$ cat src/common/ubx_cfg.svh
// Register map, field positions and reset values of the serial port block
// What this block does
// - With transmit enabled and holding register empty, raise transmit interrupt at once.
// - Software picks ninth bit per byte; device sends it as address/data marker.
// - Byte written to transmit data moves automatically into shifter and goes out.
// - With clear-to-send gate on, CTS input holds transmission; off, CTS ignored.
// - Receiver samples the line only while receive enable is set.
// - Optional even/odd parity check on received bytes (transmit sends ninth bit as set), usable only while multiprocessor mode is off.
// - Data-available flag reads 1 while receive register holds a byte, else 0.
// - In multiprocessor mode, mode field decides handling around received bytes.
// - Baud readback bit 0: baud high/low reads return reload value.
// - Receiver off, readback bit 1: generator interrupts at zero, reads show count.
// - Receiver on, readback bit 1: baud reads return the live count.
// - Filter bit 0: data and errors interrupt; 1: only errors interrupt.
// - Infrared bit 1 routes all serial data through infrared encoder/decoder.
`ifndef UBX_CFG_SVH
`define UBX_CFG_SVH
// Register indices (byte address is four times the index)
`define UBX_I_DATA  3'h0
`define UBX_I_STAT  3'h1
`define UBX_I_CTL0  3'h2
`define UBX_I_CTL1  3'h3
`define UBX_I_BRGH  3'h4
`define UBX_I_BRGL  3'h5
`define UBX_I_IST   3'h6
`define UBX_I_IMSK  3'h7
// Control 0 fields
`define UBX_C0_TEN  0
`define UBX_C0_REN  1
`define UBX_C0_CTSG 2
`define UBX_C0_PEN  3
`define UBX_C0_PODD 4
// Control 1 fields
`define UBX_C1_IR   0
`define UBX_C1_EONL 1
`define UBX_C1_BRRD 2
`define UBX_C1_NINB 4
`define UBX_C1_MPEN 5
`define UBX_C1_MODL 6
`define UBX_C1_MODH 7
// Interrupt status bits
`define UBX_IRQ_TX  0
`define UBX_IRQ_RX  1
`define UBX_IRQ_ERR 2
`define UBX_IRQ_BRG 3
// Reset values
`define UBX_RST_CTL 8'h00
`define UBX_RST_BRG 16'h0000
// Bit timing
`define UBX_OVS_LAST 4'hf
`define UBX_OVS_MID  4'h7
`define UBX_IR_LAST  4'h2
`define UBX_IR_HOLD  5'h10
`define UBX_BITS_9   4'h9
`define UBX_BITS_10  4'ha
`endif

$ cat src/common/ubx_pkg.sv
// Types shared by the serial port block
package ubx_pkg;
  typedef enum logic [0:0] {UBX_TX_IDLE, UBX_TX_RUN} ubx_txs_t;
  typedef enum logic [1:0] {UBX_RX_IDLE, UBX_RX_START, UBX_RX_BITS} ubx_rxs_t;

  typedef struct packed {
    logic [15:0] cnt;
    logic        tick;
  } ubx_brg_st_t;

  typedef struct packed {
    ubx_txs_t    txs;
    logic [3:0]  tx_sub;
    logic [3:0]  tx_cnt;
    logic [10:0] tx_sh;
    logic        txd;
    ubx_rxs_t    rxs;
    logic [3:0]  rx_sub;
    logic [3:0]  rx_cnt;
    logic [9:0]  rx_sh;
    logic [4:0]  ir_hold;
    logic        rx_valid;
    logic [8:0]  rx_data;
    logic        perr;
    logic        ferr;
  } ubx_sh_st_t;

  typedef struct packed {
    logic        ack;
    logic [31:0] dat;
    logic        irq;
    logic [7:0]  ctl0;
    logic [7:0]  ctl1;
    logic [15:0] brg;
    logic [8:0]  tx_hold;
    logic        tx_full;
    logic        tx_load;
    logic [8:0]  rx_data;
    logic        rx_perr;
    logic        rx_ferr;
    logic        rx_avail;
    logic [8:0]  pend_data;
    logic        pend_perr;
    logic        pend_ferr;
    logic        pend_full;
    logic [3:0]  ist;
    logic [3:0]  imsk;
  } ubx_top_st_t;
endpackage

$ cat src/common/ubx_ser_if.sv
// Link between register side and serial shift engine
`timescale 1ns/1ns
`default_nettype none
interface ubx_ser_if;
  logic       tick;
  logic       ir_en;
  logic       ren;
  logic       nine_en;
  logic       par_en;
  logic       par_odd;
  logic       tx_load;
  logic [8:0] tx_frame;
  logic       tx_busy;
  logic       rx_valid;
  logic [8:0] rx_data;
  logic       rx_perr;
  logic       rx_ferr;

  modport ctl (output tick, ir_en, ren, nine_en, par_en, par_odd, tx_load, tx_frame,
               input tx_busy, rx_valid, rx_data, rx_perr, rx_ferr);
  modport eng (input tick, ir_en, ren, nine_en, par_en, par_odd, tx_load, tx_frame,
               output tx_busy, rx_valid, rx_data, rx_perr, rx_ferr);
endinterface // ubx_ser_if
`default_nettype wire

$ cat src/verilog/ubx_baud.sv
// Baud generator: reloading down counter giving an oversampling tick
`timescale 1ns/1ns
`default_nettype none
module ubx_baud (
  // Clock and reset
  input  wire logic        clk_i,
  input  wire logic        rst_i,
  // Reload value and outputs
  input  wire logic [15:0] reload_i,
  output logic             tick_o,
  output logic [15:0]      count_o
);
  import ubx_pkg::*;

  ubx_brg_st_t s_ff;
  ubx_brg_st_t nxt_s;

  always_comb begin
    nxt_s = s_ff;
    nxt_s.tick = 1'b0;
    if (s_ff.cnt == 16'h0000) begin
      nxt_s.cnt  = reload_i;
      nxt_s.tick = 1'b1;
    end else begin
      nxt_s.cnt = s_ff.cnt - 16'h0001;
    end
  end

  always_ff @(posedge clk_i) begin
    if (rst_i) begin
      s_ff <= '0;
    end else begin
      s_ff <= nxt_s;
    end
  end

  assign tick_o  = s_ff.tick;
  assign count_o = s_ff.cnt;
endmodule // ubx_baud
`default_nettype wire

$ cat src/verilog/ubx_shift.sv
// Serial shift engine: transmit and receive framing, parity, infrared codec
`timescale 1ns/1ns
`default_nettype none
`include "ubx_cfg.svh"
module ubx_shift (
  // Clock and reset
  input  wire logic clk_i,
  input  wire logic rst_i,
  // Register side
  ubx_ser_if.eng    sif,
  // Serial pins
  input  wire logic rxd_i,
  output logic      txd_o
);
  import ubx_pkg::*;

  ubx_sh_st_t s_ff;
  ubx_sh_st_t nxt_s;
  logic       line;
  logic [8:0] dat9;

  // Infrared decoder stretches each short pulse into a low bit
  assign line = sif.ir_en ? (s_ff.ir_hold == 5'h00) : rxd_i;

  always_comb begin
    nxt_s = s_ff;
    nxt_s.rx_valid = 1'b0;
    dat9 = '0;
    // ************************************************************
    // Transmit
    // ************************************************************
    if (s_ff.txs == UBX_TX_IDLE) begin
      if (sif.tx_load) begin
        nxt_s.txs    = UBX_TX_RUN;
        nxt_s.tx_sub = '0;
        if (sif.nine_en || sif.par_en) begin
          nxt_s.tx_sh  = {1'b1, sif.tx_frame, 1'b0};
          nxt_s.tx_cnt = `UBX_BITS_10 + 4'h1;
        end else begin
          nxt_s.tx_sh  = {2'b11, sif.tx_frame[7:0], 1'b0};
          nxt_s.tx_cnt = `UBX_BITS_10;
        end
      end
    end else if (sif.tick) begin
      nxt_s.tx_sub = s_ff.tx_sub + 4'h1;
      if (s_ff.tx_sub == `UBX_OVS_LAST) begin
        nxt_s.tx_sh  = {1'b1, s_ff.tx_sh[10:1]};
        nxt_s.tx_cnt = s_ff.tx_cnt - 4'h1;
        if (s_ff.tx_cnt == 4'h1) begin
          nxt_s.txs = UBX_TX_IDLE;
        end
      end
    end
    // infrared encoder sends a short pulse for each zero
    if (sif.ir_en) begin
      nxt_s.txd = (s_ff.txs == UBX_TX_RUN) && !s_ff.tx_sh[0] &&
                  (s_ff.tx_sub <= `UBX_IR_LAST);
    end else begin
      nxt_s.txd = (s_ff.txs == UBX_TX_RUN) ? s_ff.tx_sh[0] : 1'b1;
    end
    // ************************************************************
    // Receive
    // ************************************************************
    if (sif.ir_en && rxd_i) begin
      nxt_s.ir_hold = `UBX_IR_HOLD;
    end else if (sif.tick && s_ff.ir_hold != 5'h00) begin
      nxt_s.ir_hold = s_ff.ir_hold - 5'h01;
    end
    case (s_ff.rxs)
      UBX_RX_IDLE: begin
        if (sif.ren && !line) begin
          nxt_s.rxs    = UBX_RX_START;
          nxt_s.rx_sub = '0;
        end
      end
      UBX_RX_START: begin
        if (sif.tick) begin
          nxt_s.rx_sub = s_ff.rx_sub + 4'h1;
          if (s_ff.rx_sub == `UBX_OVS_MID) begin
            nxt_s.rxs    = line ? UBX_RX_IDLE : UBX_RX_BITS;
            nxt_s.rx_sub = '0;
            nxt_s.rx_cnt = '0;
          end
        end
      end
      UBX_RX_BITS: begin
        if (sif.tick) begin
          nxt_s.rx_sub = s_ff.rx_sub + 4'h1;
          if (s_ff.rx_sub == `UBX_OVS_LAST) begin
            nxt_s.rx_sh  = {line, s_ff.rx_sh[9:1]};
            nxt_s.rx_cnt = s_ff.rx_cnt + 4'h1;
            if (nxt_s.rx_cnt == ((sif.nine_en || sif.par_en) ? `UBX_BITS_10 : `UBX_BITS_9)) begin
              nxt_s.rxs = UBX_RX_IDLE;
              if (sif.nine_en || sif.par_en) begin
                dat9 = nxt_s.rx_sh[8:0];
              end else begin
                dat9 = {1'b0, nxt_s.rx_sh[8:1]};
              end
              nxt_s.rx_valid = 1'b1;
              nxt_s.rx_data  = dat9;
              // parity bit checked in the ninth slot
              nxt_s.perr = sif.par_en && ((^dat9) != sif.par_odd);
              nxt_s.ferr = !nxt_s.rx_sh[9];
            end
          end
        end
      end
      default: nxt_s.rxs = UBX_RX_IDLE;
    endcase
    if (!sif.ren) begin
      nxt_s.rxs = UBX_RX_IDLE;
    end
  end

  always_ff @(posedge clk_i) begin
    if (rst_i) begin
      s_ff     <= '0;
      s_ff.txd <= 1'b1;
    end else begin
      s_ff <= nxt_s;
    end
  end

  assign txd_o        = s_ff.txd;
  assign sif.tx_busy  = (s_ff.txs == UBX_TX_RUN);
  assign sif.rx_valid = s_ff.rx_valid;
  assign sif.rx_data  = s_ff.rx_data;
  assign sif.rx_perr  = s_ff.perr;
  assign sif.rx_ferr  = s_ff.ferr;
endmodule // ubx_shift
`default_nettype wire

$ cat src/verilog/ubx_top.sv
// Serial port block with Wishbone registers, interrupts and infrared option
`timescale 1ns/1ns
`default_nettype none
`include "ubx_cfg.svh"
module ubx_top #(
  parameter int AW = 8
) (
  // Clock and reset
  input  wire logic          clk_i,
  input  wire logic          rst_i,
  // Wishbone slave
  input  wire logic          wb_cyc_i,
  input  wire logic          wb_stb_i,
  input  wire logic          wb_we_i,
  input  wire logic [AW-1:0] wb_adr_i,
  input  wire logic [3:0]    wb_sel_i,
  input  wire logic [31:0]   wb_dat_i,
  output logic [31:0]        wb_dat_o,
  output logic               wb_ack_o,
  // Interrupt
  output logic               irq_o,
  // Serial pins
  input  wire logic          rxd_i,
  input  wire logic          cts_n_i,
  output logic               txd_o
);
  import ubx_pkg::*;

  ubx_top_st_t s_ff;
  ubx_top_st_t nxt_s;

  ubx_ser_if   sif ();
  logic        brg_tick;
  logic [15:0] brg_count;

  // ************************************************************
  // Submodules
  // ************************************************************
  ubx_baud u_baud (
    .clk_i    (clk_i),
    .rst_i    (rst_i),
    .reload_i (s_ff.brg),
    .tick_o   (brg_tick),
    .count_o  (brg_count)
  );

  ubx_shift u_shift (
    .clk_i (clk_i),
    .rst_i (rst_i),
    .sif   (sif),
    .rxd_i (rxd_i),
    .txd_o (txd_o)
  );

  // ************************************************************
  // Decoded controls
  // ************************************************************
  logic ten;
  logic ren;
  logic mp_en;
  logic [1:0] mp_mode;
  logic cts_ok;
  logic [15:0] brg_rb;

  assign ten     = s_ff.ctl0[`UBX_C0_TEN];
  assign ren     = s_ff.ctl0[`UBX_C0_REN];
  assign mp_en   = s_ff.ctl1[`UBX_C1_MPEN];
  assign mp_mode = {s_ff.ctl1[`UBX_C1_MODH], s_ff.ctl1[`UBX_C1_MODL]};
  assign cts_ok  = !s_ff.ctl0[`UBX_C0_CTSG] || !cts_n_i;
  // readback picks reload or live count
  // live count also with receiver on
  assign brg_rb  = s_ff.ctl1[`UBX_C1_BRRD] ? brg_count : s_ff.brg;

  assign sif.tick     = brg_tick;
  assign sif.ir_en    = s_ff.ctl1[`UBX_C1_IR];
  assign sif.ren      = ren;
  assign sif.nine_en  = mp_en;
  // parity forced off in multiprocessor mode
  assign sif.par_en   = s_ff.ctl0[`UBX_C0_PEN] && !mp_en;
  assign sif.par_odd  = s_ff.ctl0[`UBX_C0_PODD];
  assign sif.tx_load  = s_ff.tx_load;
  assign sif.tx_frame = s_ff.tx_hold;

  // ************************************************************
  // Bus access
  // ************************************************************
  logic       hit;
  logic       mapped;
  logic [2:0] idx;
  logic       wr;
  logic       rd;

  assign hit    = wb_cyc_i && wb_stb_i;
  assign idx    = wb_adr_i[4:2];
  assign mapped = (wb_adr_i[AW-1:5] == '0) && (wb_adr_i[1:0] == 2'h0);
  assign wr     = hit && s_ff.ack && wb_we_i && wb_sel_i[0] && mapped;
  assign rd     = hit && s_ff.ack && !wb_we_i && mapped;

  logic [7:0] stat0;
  logic [7:0] rdv;

  always_comb begin
    stat0 = '0;
    stat0[0] = s_ff.rx_avail;
    stat0[1] = !s_ff.tx_full;
    stat0[2] = !s_ff.tx_full && !sif.tx_busy && !s_ff.tx_load;
    stat0[3] = s_ff.rx_perr;
    stat0[4] = s_ff.rx_ferr;
    stat0[5] = s_ff.pend_full;
    stat0[6] = s_ff.rx_data[8];
    stat0[7] = !cts_n_i;
    case (idx)
      `UBX_I_DATA: rdv = s_ff.rx_data[7:0];
      `UBX_I_STAT: rdv = stat0;
      `UBX_I_CTL0: rdv = s_ff.ctl0;
      `UBX_I_CTL1: rdv = s_ff.ctl1;
      `UBX_I_BRGH: rdv = brg_rb[15:8];
      `UBX_I_BRGL: rdv = brg_rb[7:0];
      `UBX_I_IST:  rdv = {4'h0, s_ff.ist};
      `UBX_I_IMSK: rdv = {4'h0, s_ff.imsk};
      default:     rdv = '0;
    endcase
    if (!mapped) begin
      rdv = '0;
    end
  end

  // ************************************************************
  // Next state
  // ************************************************************
  logic [3:0] ev;
  logic [3:0] clr;
  logic       accept;
  logic       ovr;

  always_comb begin
    nxt_s = s_ff;
    ev    = '0;
    clr   = '0;
    ovr   = 1'b0;
    // Classic single-cycle handshake, one wait state
    nxt_s.ack = hit && !s_ff.ack;
    if (hit && !s_ff.ack) begin
      nxt_s.dat = {24'h000000, rdv};
    end

    // Transmit: holding register feeds the shifter
    nxt_s.tx_load = 1'b0;
    if (s_ff.tx_full && !s_ff.tx_load && !sif.tx_busy && ten && cts_ok) begin
      nxt_s.tx_load = 1'b1;
      nxt_s.tx_full = 1'b0;
    end

    // Register writes
    if (wr) begin
      case (idx)
        `UBX_I_DATA: begin
          if (!nxt_s.tx_full) begin
            // ninth bit travels with the byte
            nxt_s.tx_hold = {s_ff.ctl1[`UBX_C1_NINB], wb_dat_i[7:0]};
            nxt_s.tx_full = 1'b1;
          end
        end
        `UBX_I_CTL0: nxt_s.ctl0 = wb_dat_i[7:0];
        `UBX_I_CTL1: nxt_s.ctl1 = wb_dat_i[7:0];
        `UBX_I_BRGH: nxt_s.brg[15:8] = wb_dat_i[7:0];
        `UBX_I_BRGL: nxt_s.brg[7:0] = wb_dat_i[7:0];
        `UBX_I_IST:  clr = wb_dat_i[3:0];
        `UBX_I_IMSK: nxt_s.imsk = wb_dat_i[3:0];
        default: nxt_s.imsk = nxt_s.imsk;
      endcase
    end

    // read pops the receive register, a waiting byte refills it
    if (rd && idx == `UBX_I_DATA) begin
      if (s_ff.pend_full) begin
        nxt_s.rx_data   = s_ff.pend_data;
        nxt_s.rx_perr   = s_ff.pend_perr;
        nxt_s.rx_ferr   = s_ff.pend_ferr;
        nxt_s.pend_full = 1'b0;
      end else begin
        nxt_s.rx_avail = 1'b0;
      end
    end

    // mode bit 0 drops data bytes; in mode 3 only until an address byte arrives
    accept = sif.rx_valid &&
             !(mp_en && mp_mode[0] && !sif.rx_data[8]);
    if (accept) begin
      // mode 3 wakes on address byte
      if (mp_en && mp_mode == 2'h3 && sif.rx_data[8]) begin
        nxt_s.ctl1[`UBX_C1_MODL] = 1'b0;
      end
      if (!nxt_s.rx_avail) begin
        nxt_s.rx_data  = sif.rx_data;
        nxt_s.rx_perr  = sif.rx_perr;
        nxt_s.rx_ferr  = sif.rx_ferr;
        // set wins over a pop in the same cycle
        nxt_s.rx_avail = 1'b1;
      end else if (!nxt_s.pend_full) begin
        nxt_s.pend_data = sif.rx_data;
        nxt_s.pend_perr = sif.rx_perr;
        nxt_s.pend_ferr = sif.rx_ferr;
        nxt_s.pend_full = 1'b1;
      end else begin
        ovr = 1'b1;
      end
    end

    // Interrupt events
    // empty holding register requests at once
    ev[`UBX_IRQ_TX]  = ten && !nxt_s.tx_full;
    // data requests unless filtered, errors always
    ev[`UBX_IRQ_RX]  = accept && !s_ff.ctl1[`UBX_C1_EONL];
    ev[`UBX_IRQ_ERR] = (accept && (sif.rx_perr || sif.rx_ferr)) || ovr;
    // generator as timer with receiver off
    ev[`UBX_IRQ_BRG] = brg_tick && !ren && s_ff.ctl1[`UBX_C1_BRRD];
    nxt_s.ist = (s_ff.ist & ~clr) | ev;
    nxt_s.irq = |(nxt_s.ist & nxt_s.imsk);
  end

  // ************************************************************
  // State register
  // ************************************************************
  always_ff @(posedge clk_i) begin
    if (rst_i) begin
      s_ff      <= '0;
      s_ff.ctl0 <= `UBX_RST_CTL;
      s_ff.ctl1 <= `UBX_RST_CTL;
      s_ff.brg  <= `UBX_RST_BRG;
    end else begin
      s_ff <= nxt_s;
    end
  end

  assign wb_ack_o = s_ff.ack;
  assign wb_dat_o = s_ff.dat;
  assign irq_o    = s_ff.irq;
endmodule // ubx_top
`default_nettype wire

$ cat config.mk
export PLATFORM = sky130hd
export DESIGN_NAME = ubx_top
export DESIGN_NICKNAME = d
export VERILOG_FILES = /design/src/common/ubx_pkg.sv /design/src/common/ubx_ser_if.sv /design/src/verilog/ubx_baud.sv /design/src/verilog/ubx_shift.sv /design/src/verilog/ubx_top.sv
export VERILOG_INCLUDE_DIRS = /design/src /design/src/common
export SDC_FILE = /design/constraint.sdc
export NUM_CORES = 1
export LEC_CHECK = 0
export ABC_CLOCK_PERIOD_IN_PS = 3200
export BUFFER_PORTS_ARGS = -buffer_cell sky130_fd_sc_hd__buf_4
export CAP_MARGIN = 0
export CORE_AREA = 2 2 129 131
export CTS_BUF_LIST = sky130_fd_sc_hd__clkbuf_4 sky130_fd_sc_hd__clkbuf_8
export DETAILED_ROUTE_END_ITERATION = 6
export DIE_AREA = 0 0 131 133
export HOLD_SLACK_MARGIN = 0.15
export PLACE_DENSITY = 0.67
export SYNTH_ARGS = -nofsm -noshare
export SYNTH_HDL_FRONTEND = slang
export SYNTH_SLANG_ARGS = --single-unit
$ cat constraint.sdc
create_clock -name clk_i -period 3.2 [get_ports clk_i]
set_input_delay 0.96 -clock clk_i [delete_from_list [all_inputs] [get_ports clk_i]]
set_output_delay 0.96 -clock clk_i [all_outputs]
set_load 0.01 [all_outputs]
After elaboration in Yosys (flattened, before gate mapping)

Cells that the tools add are included.

Add/sub/neg operators: 6
Magnitude comparators: 1
Equality and inequality tests: 24
Muxes and demuxes: 59
Bitwise logic cells: 10
Reductions and logical operators: 81

Operators by type and width:

| kind                                               | count |
|---|---|
| two-way mux 20 bit                                 | 4 |
| two-way mux 12 bit                                 | 6 |
| one-hot mux 8 bit (8 select lines)                 | 1 |
| two-way mux 9 bit                                  | 5 |
| two-way mux 10 bit                                 | 4 |
| logical AND 1 bit                                  | 33 |
| two-way mux 33 bit                                 | 1 |
| two-way mux 16 bit                                 | 2 |
| two-way mux 24 bit                                 | 1 |
| two-way mux 8 bit                                  | 3 |
| logical NOT 16 bit                                 | 1 |
| two-way mux 4 bit                                  | 4 |
| subtractor 16 x 1 -> 16 bit, second input constant | 1 |
| logical NOT 1 bit                                  | 15 |
| two-way mux 15 bit                                 | 1 |
| two-way mux 14 bit                                 | 1 |
| two-way mux 1 bit                                  | 13 |
| adder 4 x 1 -> 4 bit, second input constant        | 3 |
| equality test 3 bit, second input constant         | 4 |
| one-hot mux 4 bit (3 select lines)                 | 1 |
| AND reduction 3 bit                                | 4 |
| two-way mux 11 bit                                 | 1 |
| two-way mux 2 bit                                  | 5 |
| two-way mux 5 bit                                  | 2 |
| other kinds (36)                                   | 65 |

Register bits after elaboration: 160
Input port bits: 51
Output and inout bits: 35

Longest topological paths before layout

Gate-level depths: netlist of the first run.

Depth after elaboration: 14
Mapped depth: 7

By module

From an unflattened synthesis of the first run, not the netlist that was laid out.

Cell total of the unflattened synthesis: 893
Area total of the unflattened synthesis: 8037.7 um^2

By module, submodules not included:

| module    | instances | cells each | area each (um^2) |
|---|---|---|---|
| ubx_top   | 1         | 449        | 4229.1 |
| ubx_shift | 1         | 341        | 2844.0 |
| ubx_baud  | 1         | 103        | 964.7 |

Least setup slack after synthesis of the first run

Ideal clock, no wire load.

Kind: input port to flip-flop
From: in wb_adr_i[5]
To: reg s_ff[31] (netlist bit)
Library setup time: 0.128 ns
Arrival time: 2.516 ns
Data required time: 3.072 ns
Setup slack: 0.556 ns
Stages: 6
Path buffers: 1
Path through: or4bb_1 -> o41ai_1 -> nand2b_1 -> clkbuf_1 -> a32oi_1 -> nor2_1

Cells in the longest elaborated chain, start to end: 7

Ends and longest elaborated chain:

| item                                   | RTL line       | text |
|---|---|---|
| from (decl)                            | ubx_top.sv:15  | `input wire logic [AW-1:0] wb_adr_i,` |
| logical NOT 3 bit (*)                  | ubx_top.sv:95  | `assign mapped = (wb_adr_i[AW-1:5] == '0) && (wb_adr_i[1:0] == 2'h0);` |
| logical AND 1 bit (*)                  | ubx_top.sv:95  |  |
| logical AND 1 bit (*)                  | ubx_top.sv:97  | `assign rd = hit && s_ff.ack && !wb_we_i && mapped;` |
| logical AND 1 bit (no source line) (*) | n/a            |  |
| two-way mux 12 bit (*)                 | ubx_top.sv:175 | `` if (rd && idx == `UBX_I_DATA) begin `` |
| two-way mux 12 bit                     | ubx_top.sv:194 | `if (!nxt_s.rx_avail) begin` |
| two-way mux 24 bit (*)                 | ubx_top.sv:189 | `if (accept) begin` |
| to (signal assigned)                   | ubx_top.sv:232 | `s_ff <= nxt_s;` |
| to (decl)                              | ubx_top.sv:29  | `ubx_top_st_t s_ff;` |

Every way passes the cells marked *; elsewhere a longest branch is shown, timed or not.
A chain may end at the register's enable or synchronous reset.

Final worst setup path of the first run

From: in wb_adr_i[6]
To: reg s_ff (netlist bit sif.tx_frame[1])

Cells in the longest elaborated chain, start to end: 4

Ends and longest elaborated chain:

| item                                 | RTL line      | text |
|---|---|---|
| logical NOT 3 bit                    | ubx_top.sv:95 |  |
| logical AND 1 bit                    | ubx_top.sv:95 |  |
| logical AND 1 bit                    | ubx_top.sv:96 | `assign wr = hit && s_ff.ack && wb_we_i && wb_sel_i[0] && mapped;` |
| AND reduction 3 bit (no source line) | n/a           |  |

Every way passes these cells.

==> results of run 1 <==
cell families (layout without fill, tap and decap cells):
group / count (synthesis) / after routing / synth area share, %
AND/OR/NAND/NOR: 306 / 306 / 19.5
multiplexers: 87 / 87 / 12.1
flip-flops: 159 / 159 / 40.5
buffers and inverters: 105 / 113 / 6.80
XOR/XNOR: 27 / 27 / 3.19
other: 1 / 24 / 0.0477
AO/OA/AOI/OAI: 169 / 169 / 15.6
adder cells (fa/ha/maj): 14 / 14 / 2.23
how the worst min path moves through the flow:
stage	slack [ps]	endpoint	cells past startpoint
finish	450	wb_dat_o[2]	2
global route	480	u_shift.s_ff[42]	2
CTS	460	wb_dat_o[3]	2
detailed placement	450	wb_dat_o[3]	2
global placement	440	wb_dat_o[3]	2
floorplan	430	u_shift.s_ff[38]	2
metrics by stage:
stage / power, mW / cells
2_1_floorplan: 2.90 / 891
3_3_place_gp: 3.03 / 1089
3_5_place_dp: 3.04 / 1089
4_1_cts: 4.59 / 1119
5_1_grt: 4.76 / 1119
6_report: 4.55 / 1119
synthesized netlist by cell type (all sizes together) (10+ instances only):
master	count
a211oi	28
a21oi	52
a22oi	11
a311oi	11
and2	10
buf	45
clkbuf	31
dfxtp	159
ha	14
inv	29
mux2i	77
nand2	70
nand2b	12
nand3	11
nor2	125
nor3	13
nor4	12
o21ai	21
o221ai	11
xnor2	15
xor2	11
critical path: stages:
cell	delay (ps)
buf_4	130
or4b_1	590
nor4_1	320
buf_4	190
a21boi_1	170
buf_4	230
mux2i_1	200
nor2_1	50
power by group:
part           total, mW  internal, mW  switching, mW  leakage, nW
clock network       1.55         0.823          0.731        0.203
registers           2.19          2.07          0.120         1.28
logic              0.809         0.362          0.446         1.82
registers in the layout (all words and copies together) (netlist names), 2 cells and up:
name and count:
s_ff 61, u_shift.s_ff 43, u_baud.count_o 16, sif.tx_frame 9
u_shift.sif.rx_data 9, wb_dat_o 8, mp_mode 2
layer usage:
layer,vias to the layer above,track usage (%)
li1,3074,-
met1,2956,31.0
met3,16,5.18
met2,137,31.8
met4,0,5.44
met5,-,0
final cells by class:
type / instances / area (um2)
Timing Repair Buffer: 54 / 418
Tap cell: 220 / 275
Inverter: 29 / 109
Clock buffer: 20 / 275
Fill cell: 1506 / 7550
Multi-Input combinational cell: 627 / 4230
Clock inverter: 10 / 136
Sequential cell: 159 / 3180
==> summary.txt, run 1 <==
Outcome
  – Outcome: complete, no violations

Timing
  – Final Hold Fails: 0
  – Headroom to the max-slew limit: 40.8%
  – Setup ws final: 699 ps
  – Final setup fails: 0
  – Worst Tran Pin Value: around 880 ps
  – Unrepaired setup endpoints after global routing: no
  – Final Max Tran Viols: 0
  – Setup TNS: 0 ps
  – Hold Slack: 452 ps
  – Clk_skew: 13.9 ps
  – Fmax: 400 MHz
  – Final critical-path required period: 2500 ps
  – Period utilisation layout: 78.1%

Clock tree
  – Clock Latency Late Sink: 460 ps
  – Clock-pin slew on the worst setup and hold paths: 90 ps
  – Root buf cell: clkbuf_8
  – H-tree levels: 4
  – CTS resizes: 0
  – Total CTS buffers: 17
  – CTS tree: done
  – Hold Buf Count CTS: 0
  – Clk buf depth: 2
  – Clk sinks: 159
  – Post-CTS Setup Inserts: 0

Synthesis
  – Top-area cell type share of the netlist area: 40.5%
  – Syn Inst Count: 868
  – Top cells by area, synth: dfxtp_1, mux2i_1, nor2_1, a21oi_1, nand2_1
  – Dominant synthesized flop cell: dfxtp_1
  – Post-synth top area cell: dfxtp_1
  – Unique masters post-synth: 74
  – Synthesized cell area: 0.00786 mm2
  – Post-synthesis sequential area ratio: 40.5%
  – EDFF count, synth: 0
  – Yosys warnings: 0
  – Asr flop ratio synth: 0%
  – Synthesized flop and latch total: 159
  – Avg Inst Size Synth: 9.05 um2

Worst setup path
  – Worst-path maximum fanout: 9
  – FF-to-FF path depth: 5
  – Setup crit end: sif.tx_frame[1]
  – WS Path Type: in -> reg
  – Worst Path Arrival: 2840 ps
  – R2R Setup Slk: 830 ps
  – Critical path startpoint: wb_adr_i[6]
  – Crit end category: flop
  – Startpoint Class: input port
  – RR Endpoint: u_baud.count_o[6]
  – Worst EP required: 3540 ps
  – Origin of the critical flop-to-flop path: u_baud.count_o[7]

Floorplanning
  – Die area: 0.0174 mm2
  – Core ar.: 0.0162 mm2
  – Vert. Die Dim: 133 um
  – I/O pin cnt: 86
  – Rows: 47
  – Initial Util: ~49%
  – Die width: 131 um

Placed design
  – Pre-CTS setup slack: 238 ps
  – DP Area: 0.00821 mm2
  – Post-DP HPWL: 12.3 mm
  – GPL Wtd Cong: between 0.8 and 0.9
  – Port-buffer cells: 34

Routing
  – Antenna Nets Post-Route: 0
  – Routed vias/inst: 5.53
  – Drt drc: 0
  – DR iter-0 viols: 442
  – Metal-1 WL: slightly below 9 mm
  – Uppermost layer routed: met4
  – Pre-antenna DRT Iters: 5
  – Via Count: 6183
  – WL met3: about 760 um
  – Wire per inst: 15.8 um
  – Final wirelength: 17.7 mm
  – WL met2: 7.85 mm

Flow run
  – Max-Cap Viols: 0

Global routing
  – Vias in the first global route: 5749
  – First-pass GRT wire length: 29.2 mm
  – Initial antenna violation count: 0
  – Grt ovf: 0
  – Pin count of the biggest net entering global routing: 78
  – Total Routing Usage GR: a little over a fifth

Pwr
  – Peak supply drop: 0.245 mV
  – Power density over the cells: 528 mW/mm2
  – Leakage: 3.30 nW

Finish
  – Final net count: around 950
  – Finished Cell Area: 0.00863 mm2
  – Area Growth Syn to Fin: 9.81%
  – Most frequent cells in the layout: dfxtp_1, nor2_1, mux2i_1
  – # diodes: 0
  – Commonest non-fill, non-tap cell in the layout: dfxtp_1
  – Layout cells sized above 1: around 14%
  – Final Core Density: 53.3%

Hold path
  – HP Class: reg -> reg
  – Hold Crit Start: wb_dat_o[2]
(Power assumes the default switching activity.)
==> run 2, diff against run 1 <==
--- a/config.mk
+++ b/config.mk
@@ -6,7 +6,7 @@
 export SDC_FILE = /design/constraint.sdc
 export NUM_CORES = 1
 export LEC_CHECK = 0
-export ABC_CLOCK_PERIOD_IN_PS = 3200
+export ABC_CLOCK_PERIOD_IN_PS = 2260
 export BUFFER_PORTS_ARGS = -buffer_cell sky130_fd_sc_hd__buf_4
 export CAP_MARGIN = 0
 export CORE_AREA = 2 2 129 131
@@ -14,7 +14,7 @@
 export DETAILED_ROUTE_END_ITERATION = 6
 export DIE_AREA = 0 0 131 133
 export HOLD_SLACK_MARGIN = 0.15
-export PLACE_DENSITY = 0.67
+export PLACE_DENSITY = 0.69
 export SYNTH_ARGS = -nofsm -noshare
 export SYNTH_HDL_FRONTEND = slang
 export SYNTH_SLANG_ARGS = --single-unit
==> constraint.sdc (replaced) <==
create_clock -name clk_i -period 2.26 [get_ports clk_i]
set_input_delay 0.678 -clock clk_i [delete_from_list [all_inputs] [get_ports clk_i]]
set_output_delay 0.678 -clock clk_i [all_outputs]
set_load 0.01 [all_outputs]
==> run 2 against run 1 <==
  * Clock power up 50%
  * Critical path type unchanged
  * Critical endpoint is now sif.tx_frame[7]
  * First-iteration DRC count up 2.0%
  * Global-route usage up 0.79 points
  * Critical path depth unchanged
  * The run now ends with design-rule violations left
  * Sequential share of layout area down 1.8 points
  * Power up 49%
  * Largest power group unchanged
==> summary.txt, run 2 (synthesis results as in run 1) <==
Finish
  – Area Growth Syn to Fin: 15.4%
  – Most flop-heavy register: s_ff
  – Most frequent cells in the layout: dfxtp_1, nor2_1, buf_4
  – Number of fill cells: between 1000 and 1500
  – Max FFs per register: between 60 and 70
  – Layout cells sized above 1: 18.4%
  – Commonest non-fill, non-tap cell in the layout: dfxtp_1
  – Final net count: approximately 1000
  – Fin cells: 1164
  – Finished Cell Area: 0.00907 mm2
  – # diodes: 0

Timing
  – Clk_skew: around 13 ps
  – Final Hold Fails: 0
  – Final Max Tran Viols: 0
  – Unrepaired setup endpoints after global routing: no
  – Headroom to the max-slew limit: about 64%
  – Setup TNS: 0 ps
  – Final setup fails: 0
  – Final critical-path required period: 2180 ps
  – Worst Tran Pin Value: 525 ps
  – Setup ws final: 75.0 ps
  – Fmax: between 400 and 500 MHz
  – Period utilisation layout: 96.7%

Placed design
  – GPL Wtd Cong: 0.851
  – Post-DP HPWL: 13.3 mm
  – Pre-CTS setup slack: -385 ps
  – Port-buffer cells: 34
  – DP Area: between 0.008 and 0.009 mm2
  – Placed Cells: 1131

Floorplanning
  – Vert. Die Dim: 133 um
  – I/O pin cnt: 86
  – Initial Util: 48.6%
  – Die area: 0.0174 mm2
  – Core ar.: between 0.015 and 0.02 mm2
  – Rows: between 40 and 50
  – Die width: around 130 um

Routing
  – Routed vias/inst: ~5.5
  – Wire per inst: 16.0 um
  – Drt drc: 2
  – Pre-antenna DRT Iters: 7
  – DR iter-0 viols: 451
  – Via Count: 6420
  – Final wirelength: 18.6 mm
  – Antenna Nets Post-Route: 0

Clock tree
  – Clock Latency Late Sink: 470 ps
  – CTS tree: done
  – Post-CTS Setup Inserts: 0
  – Root buf cell: clkbuf_8
  – Clock-pin slew on the worst setup and hold paths: 80 ps
  – Hold Buf Count CTS: 0
  – Clk sinks: 159
  – Total CTS buffers: 17
  – Clk buf depth: 2
  – H-tree levels: 4

Hold path
  – HP Class: reg -> reg

Global routing
  – Vias in the first global route: 5863
  – Total Routing Usage GR: 22.1%
  – First-pass GRT wire length: 30.1 mm
  – Grt ovf: 0
  – Pin count of the biggest net entering global routing: 36
  – Initial antenna violation count: 0

Worst setup path
  – Worst EP required: 2620 ps
  – Worst Path Arrival: between 2000 and 3000 ps
  – Crit end category: flop
  – Startpoint Class: input port
  – Worst-path maximum fanout: 9
  – WS Path Type: in -> reg

Pwr
  – Leakage: 3.55 nW
  – Total chip power: a little under 7 mW
  – Peak supply drop: 0.390 mV
  – Power density over the cells: 747 mW/mm2

Flow run
  – Max-Cap Viols: 0

Outcome
  – Failing checks: design-rule violations
  – Outcome: complete, but fails checks
## run 2: area by class of cell
| type | count | area, um2 | area share, % |
|---|---|---|---|
| clock inverters | 11 | 164 | 1.81 |
| inverters | 29 | 109 | 1.20 |
| repair buffers | 96 | 796 | 8.78 |
| well taps | 220 | 275 | 3.04 |
| clock buffers | 21 | 270 | 2.98 |
| multi-input cells | 628 | 4270 | 47.1 |
| flip-flops and latches | 159 | 3180 | 35.1 |
## run 2: through the flow
stage	util [%]	hold slack, ps
final	56.1	456
after global routing	56.1	485
after CTS	55.9	460
after detailed placement	53.2	448
after global placement	53.2	440
after floorplan	-	432
## run 2: timing repair
| item | CTS | global route |
|---|---|---|
| pin swaps | 1 | 1 |
| gates resized for setup | 0 | 3 |
| endpoints found under the setup margin | 2 | 18 |
| cloned | 0 | 1 |
## run 2: worst max-delay path, cell delays in order
cell      delay (ps)
buf_4            120
or4bb_1          610
nor4_2           310
buf_4            170
a21boi_1         160
buf_4            230
mux2i_1          210
nor2_1            50
## run 2: power by group
| part | total (mW) | switching [mW] | leakage (nW) | internal [mW] |
|---|---|---|---|---|
| registers | 3.07 | 0.141 | 1.28 | 2.93 |
| clock network | 2.33 | 1.07 | 0.220 | 1.26 |
| logic | 1.37 | 0.730 | 2.04 | 0.636 |
| total | 6.77 | 1.94 | 3.55 | 4.83 |
## run 2: per-layer routing
metal | track usage [%] | part of all wire [%]
met5 | 0 | 0
met4 | 8.69 | 2.5
met3 | 4.16 | 4.8
met2 | 32.8 | 45
met1 | 31.7 | 48
## run 2: path summary, 6_finish.rpt
kind / startpoint / to / depth (start not counted) / slack [ps]
max: wb_adr_i[5] / sif.tx_frame[7] / 8 / 80
min reg2reg: wb_dat_o[0] / wb_dat_o[0] / 2 / 460
min: wb_dat_o[0] / wb_dat_o[0] / 2 / 460
max reg2reg: u_baud.count_o[7] / u_baud.count_o[0] / 4 / 80
==> run 3, diff against run 2 <==
--- a/config.mk
+++ b/config.mk
@@ -15,6 +15,7 @@
 export DIE_AREA = 0 0 131 133
 export HOLD_SLACK_MARGIN = 0.15
 export PLACE_DENSITY = 0.69
+export RECOVER_POWER = 50
 export SYNTH_ARGS = -nofsm -noshare
 export SYNTH_HDL_FRONTEND = slang
 export SYNTH_SLANG_ARGS = --single-unit
==> run 3 against run 2 <==
  * The flow now finishes without violations
  * Clock skew down 0.60 ps
  * Clock power about the same
  * Non-clock buffer count unchanged
  * First-iteration DRC count increased by 8.6%
  * Sequential share of layout area grew 0.49 points
  * Wire length is 0.30% higher
  * Worst hold slack lost 0.58 ps
  * Clock-buffer cell count is the same
  * Largest cell class unchanged
  * Highest routed layer unchanged
==> summary.txt, run 3 (synthesis results as in run 1) <==
Finish
  – Final Core Density: 55.3%
  – Most flop-heavy register: s_ff
  – Most frequent cells in the layout: dfxtp_1, nor2_1, mux2i_1
  – Layout cells sized above 1: 15.9%
  – Finished Cell Area: 0.00894 mm2
  – Commonest non-fill, non-tap cell in the layout: dfxtp_1
  – Max FFs per register: 61
  – Final net count: approximately 1000
  – Area Growth Syn to Fin: 13.8%
  – # diodes: 0

Global routing
  – Grt ovf: 0
  – Pin count of the biggest net entering global routing: 36
  – Vias in the first global route: around 5900
  – First-pass GRT wire length: 30.1 mm
  – Total Routing Usage GR: 22.1%
  – Initial antenna violation count: 0

Routing
  – Antenna Nets Post-Route: 0
  – DR iter-0 viols: 490
  – Routed vias/inst: 5.52
  – Metal-1 WL: 9.10 mm
  – Drt drc: 0
  – Final wirelength: 18.6 mm
  – WL met3: 809 um
  – Uppermost layer routed: met4
  – WL met2: 8.27 mm
  – Pre-antenna DRT Iters: 5
  – Wire per inst: 16.0 um
  – Via Count: between 6000 and 7000

Timing
  – Fmax: 460 MHz
  – Clk_skew: 12.5 ps
  – Worst Tran Pin Value: 718 ps
  – Headroom to the max-slew limit: 52.1%
  – Hold Slack: 455 ps
  – Unrepaired setup endpoints after global routing: no
  – Setup TNS: 0 ps
  – Final Hold Fails: 0
  – Final Max Tran Viols: 0
  – Period utilisation layout: 96.2%
  – Final setup fails: 0
  – Final critical-path required period: 2180 ps

Worst setup path
  – WS Path Type: in -> reg
  – Worst EP required: 2620 ps
  – Worst-path maximum fanout: 9
  – Crit end category: flop
  – Worst Path Arrival: 2530 ps
  – Startpoint Class: input port

Clock tree
  – Clk sinks: 159
  – H-tree levels: 4
  – CTS tree: done
  – Clock Latency Late Sink: 470 ps
  – Root buf cell: clkbuf_8
  – Total CTS buffers: 17
  – Clock-pin slew on the worst setup and hold paths: about 80 ps
  – Clk buf depth: 2
  – Post-CTS Setup Inserts: 0

Outcome
  – Outcome: complete, no violations

Floorplanning
  – Core ar.: 0.0162 mm2
  – Die area: 0.0174 mm2
  – I/O pin cnt: 86
  – Rows: 47
  – Die width: 131 um
  – Vert. Die Dim: between 100 and 150 um
  – Initial Util: approximately 50%

Placed design
  – Port-buffer cells: 34
  – DP Area: 0.00861 mm2
  – GPL Wtd Cong: 0.851
  – Post-DP HPWL: around 13 mm

Flow run
  – Max-Cap Viols: 0

Pwr
  – Leakage: roughly 3.5 nW
  – Power density over the cells: 756 mW/mm2
  – Peak supply drop: 0.391 mV
  – Total chip power: 6.76 mW

Hold path
  – HP Class: reg -> reg
## run 3: changes by cell type in the layout (fill, tap and decap cells not counted), moves of 3 or more
cell,previous run,this run
buf_4,90,71
nor4_4,3,0
nor4_1,8,11
and2_0,1,6
and2_1,9,4
clkbuf_1,0,18
## run 3: through the flow
step	std cells	setup WS, ps
after detailed placement	1131	-385
after CTS	1163	14.8
after floorplan	891	-23.3
after global routing	1164	5.17
final	1164	85.0
after global placement	1131	-338
## run 3: worst paths after layout
path | startpoint | end | slack (ps) | cells past startpoint
worst max register to register | u_baud.count_o[7] | u_baud.count_o[3] | 80 | 5
worst max-delay path | wb_adr_i[5] | sif.tx_frame[7] | 80 | 8
worst min-delay path | wb_dat_o[0] | wb_dat_o[0] | 450 | 2
worst min register to register | wb_dat_o[0] | wb_dat_o[0] | 450 | 2
## run 3: layout make-up
| class | count | area, um2 |
|---|---|---|
| Fill cell | 1487 | 7230 |
| Sequential cell | 159 | 3180 |
| Tap cell | 220 | 275 |
| Multi-Input combinational cell | 628 | 4210 |
| Clock inverter | 11 | 164 |
| Timing Repair Buffer | 96 | 726 |
| Inverter | 29 | 109 |
| Clock buffer | 21 | 270 |
## run 3: power by group
group | internal, mW | switching [mW] | total (mW)
combinational | 0.633 | 0.724 | 1.36
clock | 1.26 | 1.07 | 2.33
sequential | 2.93 | 0.143 | 3.07
total | 4.83 | 1.93 | 6.76
## run 3: worst max-delay path, stage by stage
cell	delay (ps)
buf_4	120
or4bb_1	600
nor4_2	310
buf_4	170
a21boi_1	160
buf_4	230
mux2i_1	210
nor2_1	50
## run 3: what timing repair did
action	4_1_cts	5_1_grt
setup endpoints to repair	2	18
cloned	0	1
pin swaps	1	1
hold buffers	0	0
gates resized for setup	0	3
## run 3: layer usage
layer	vias up	track usage [%]
met5	-	0
met4	0	8.69
met3	33	4.16
met2	163	32.8
met1	3060	31.7
li1	3171	-
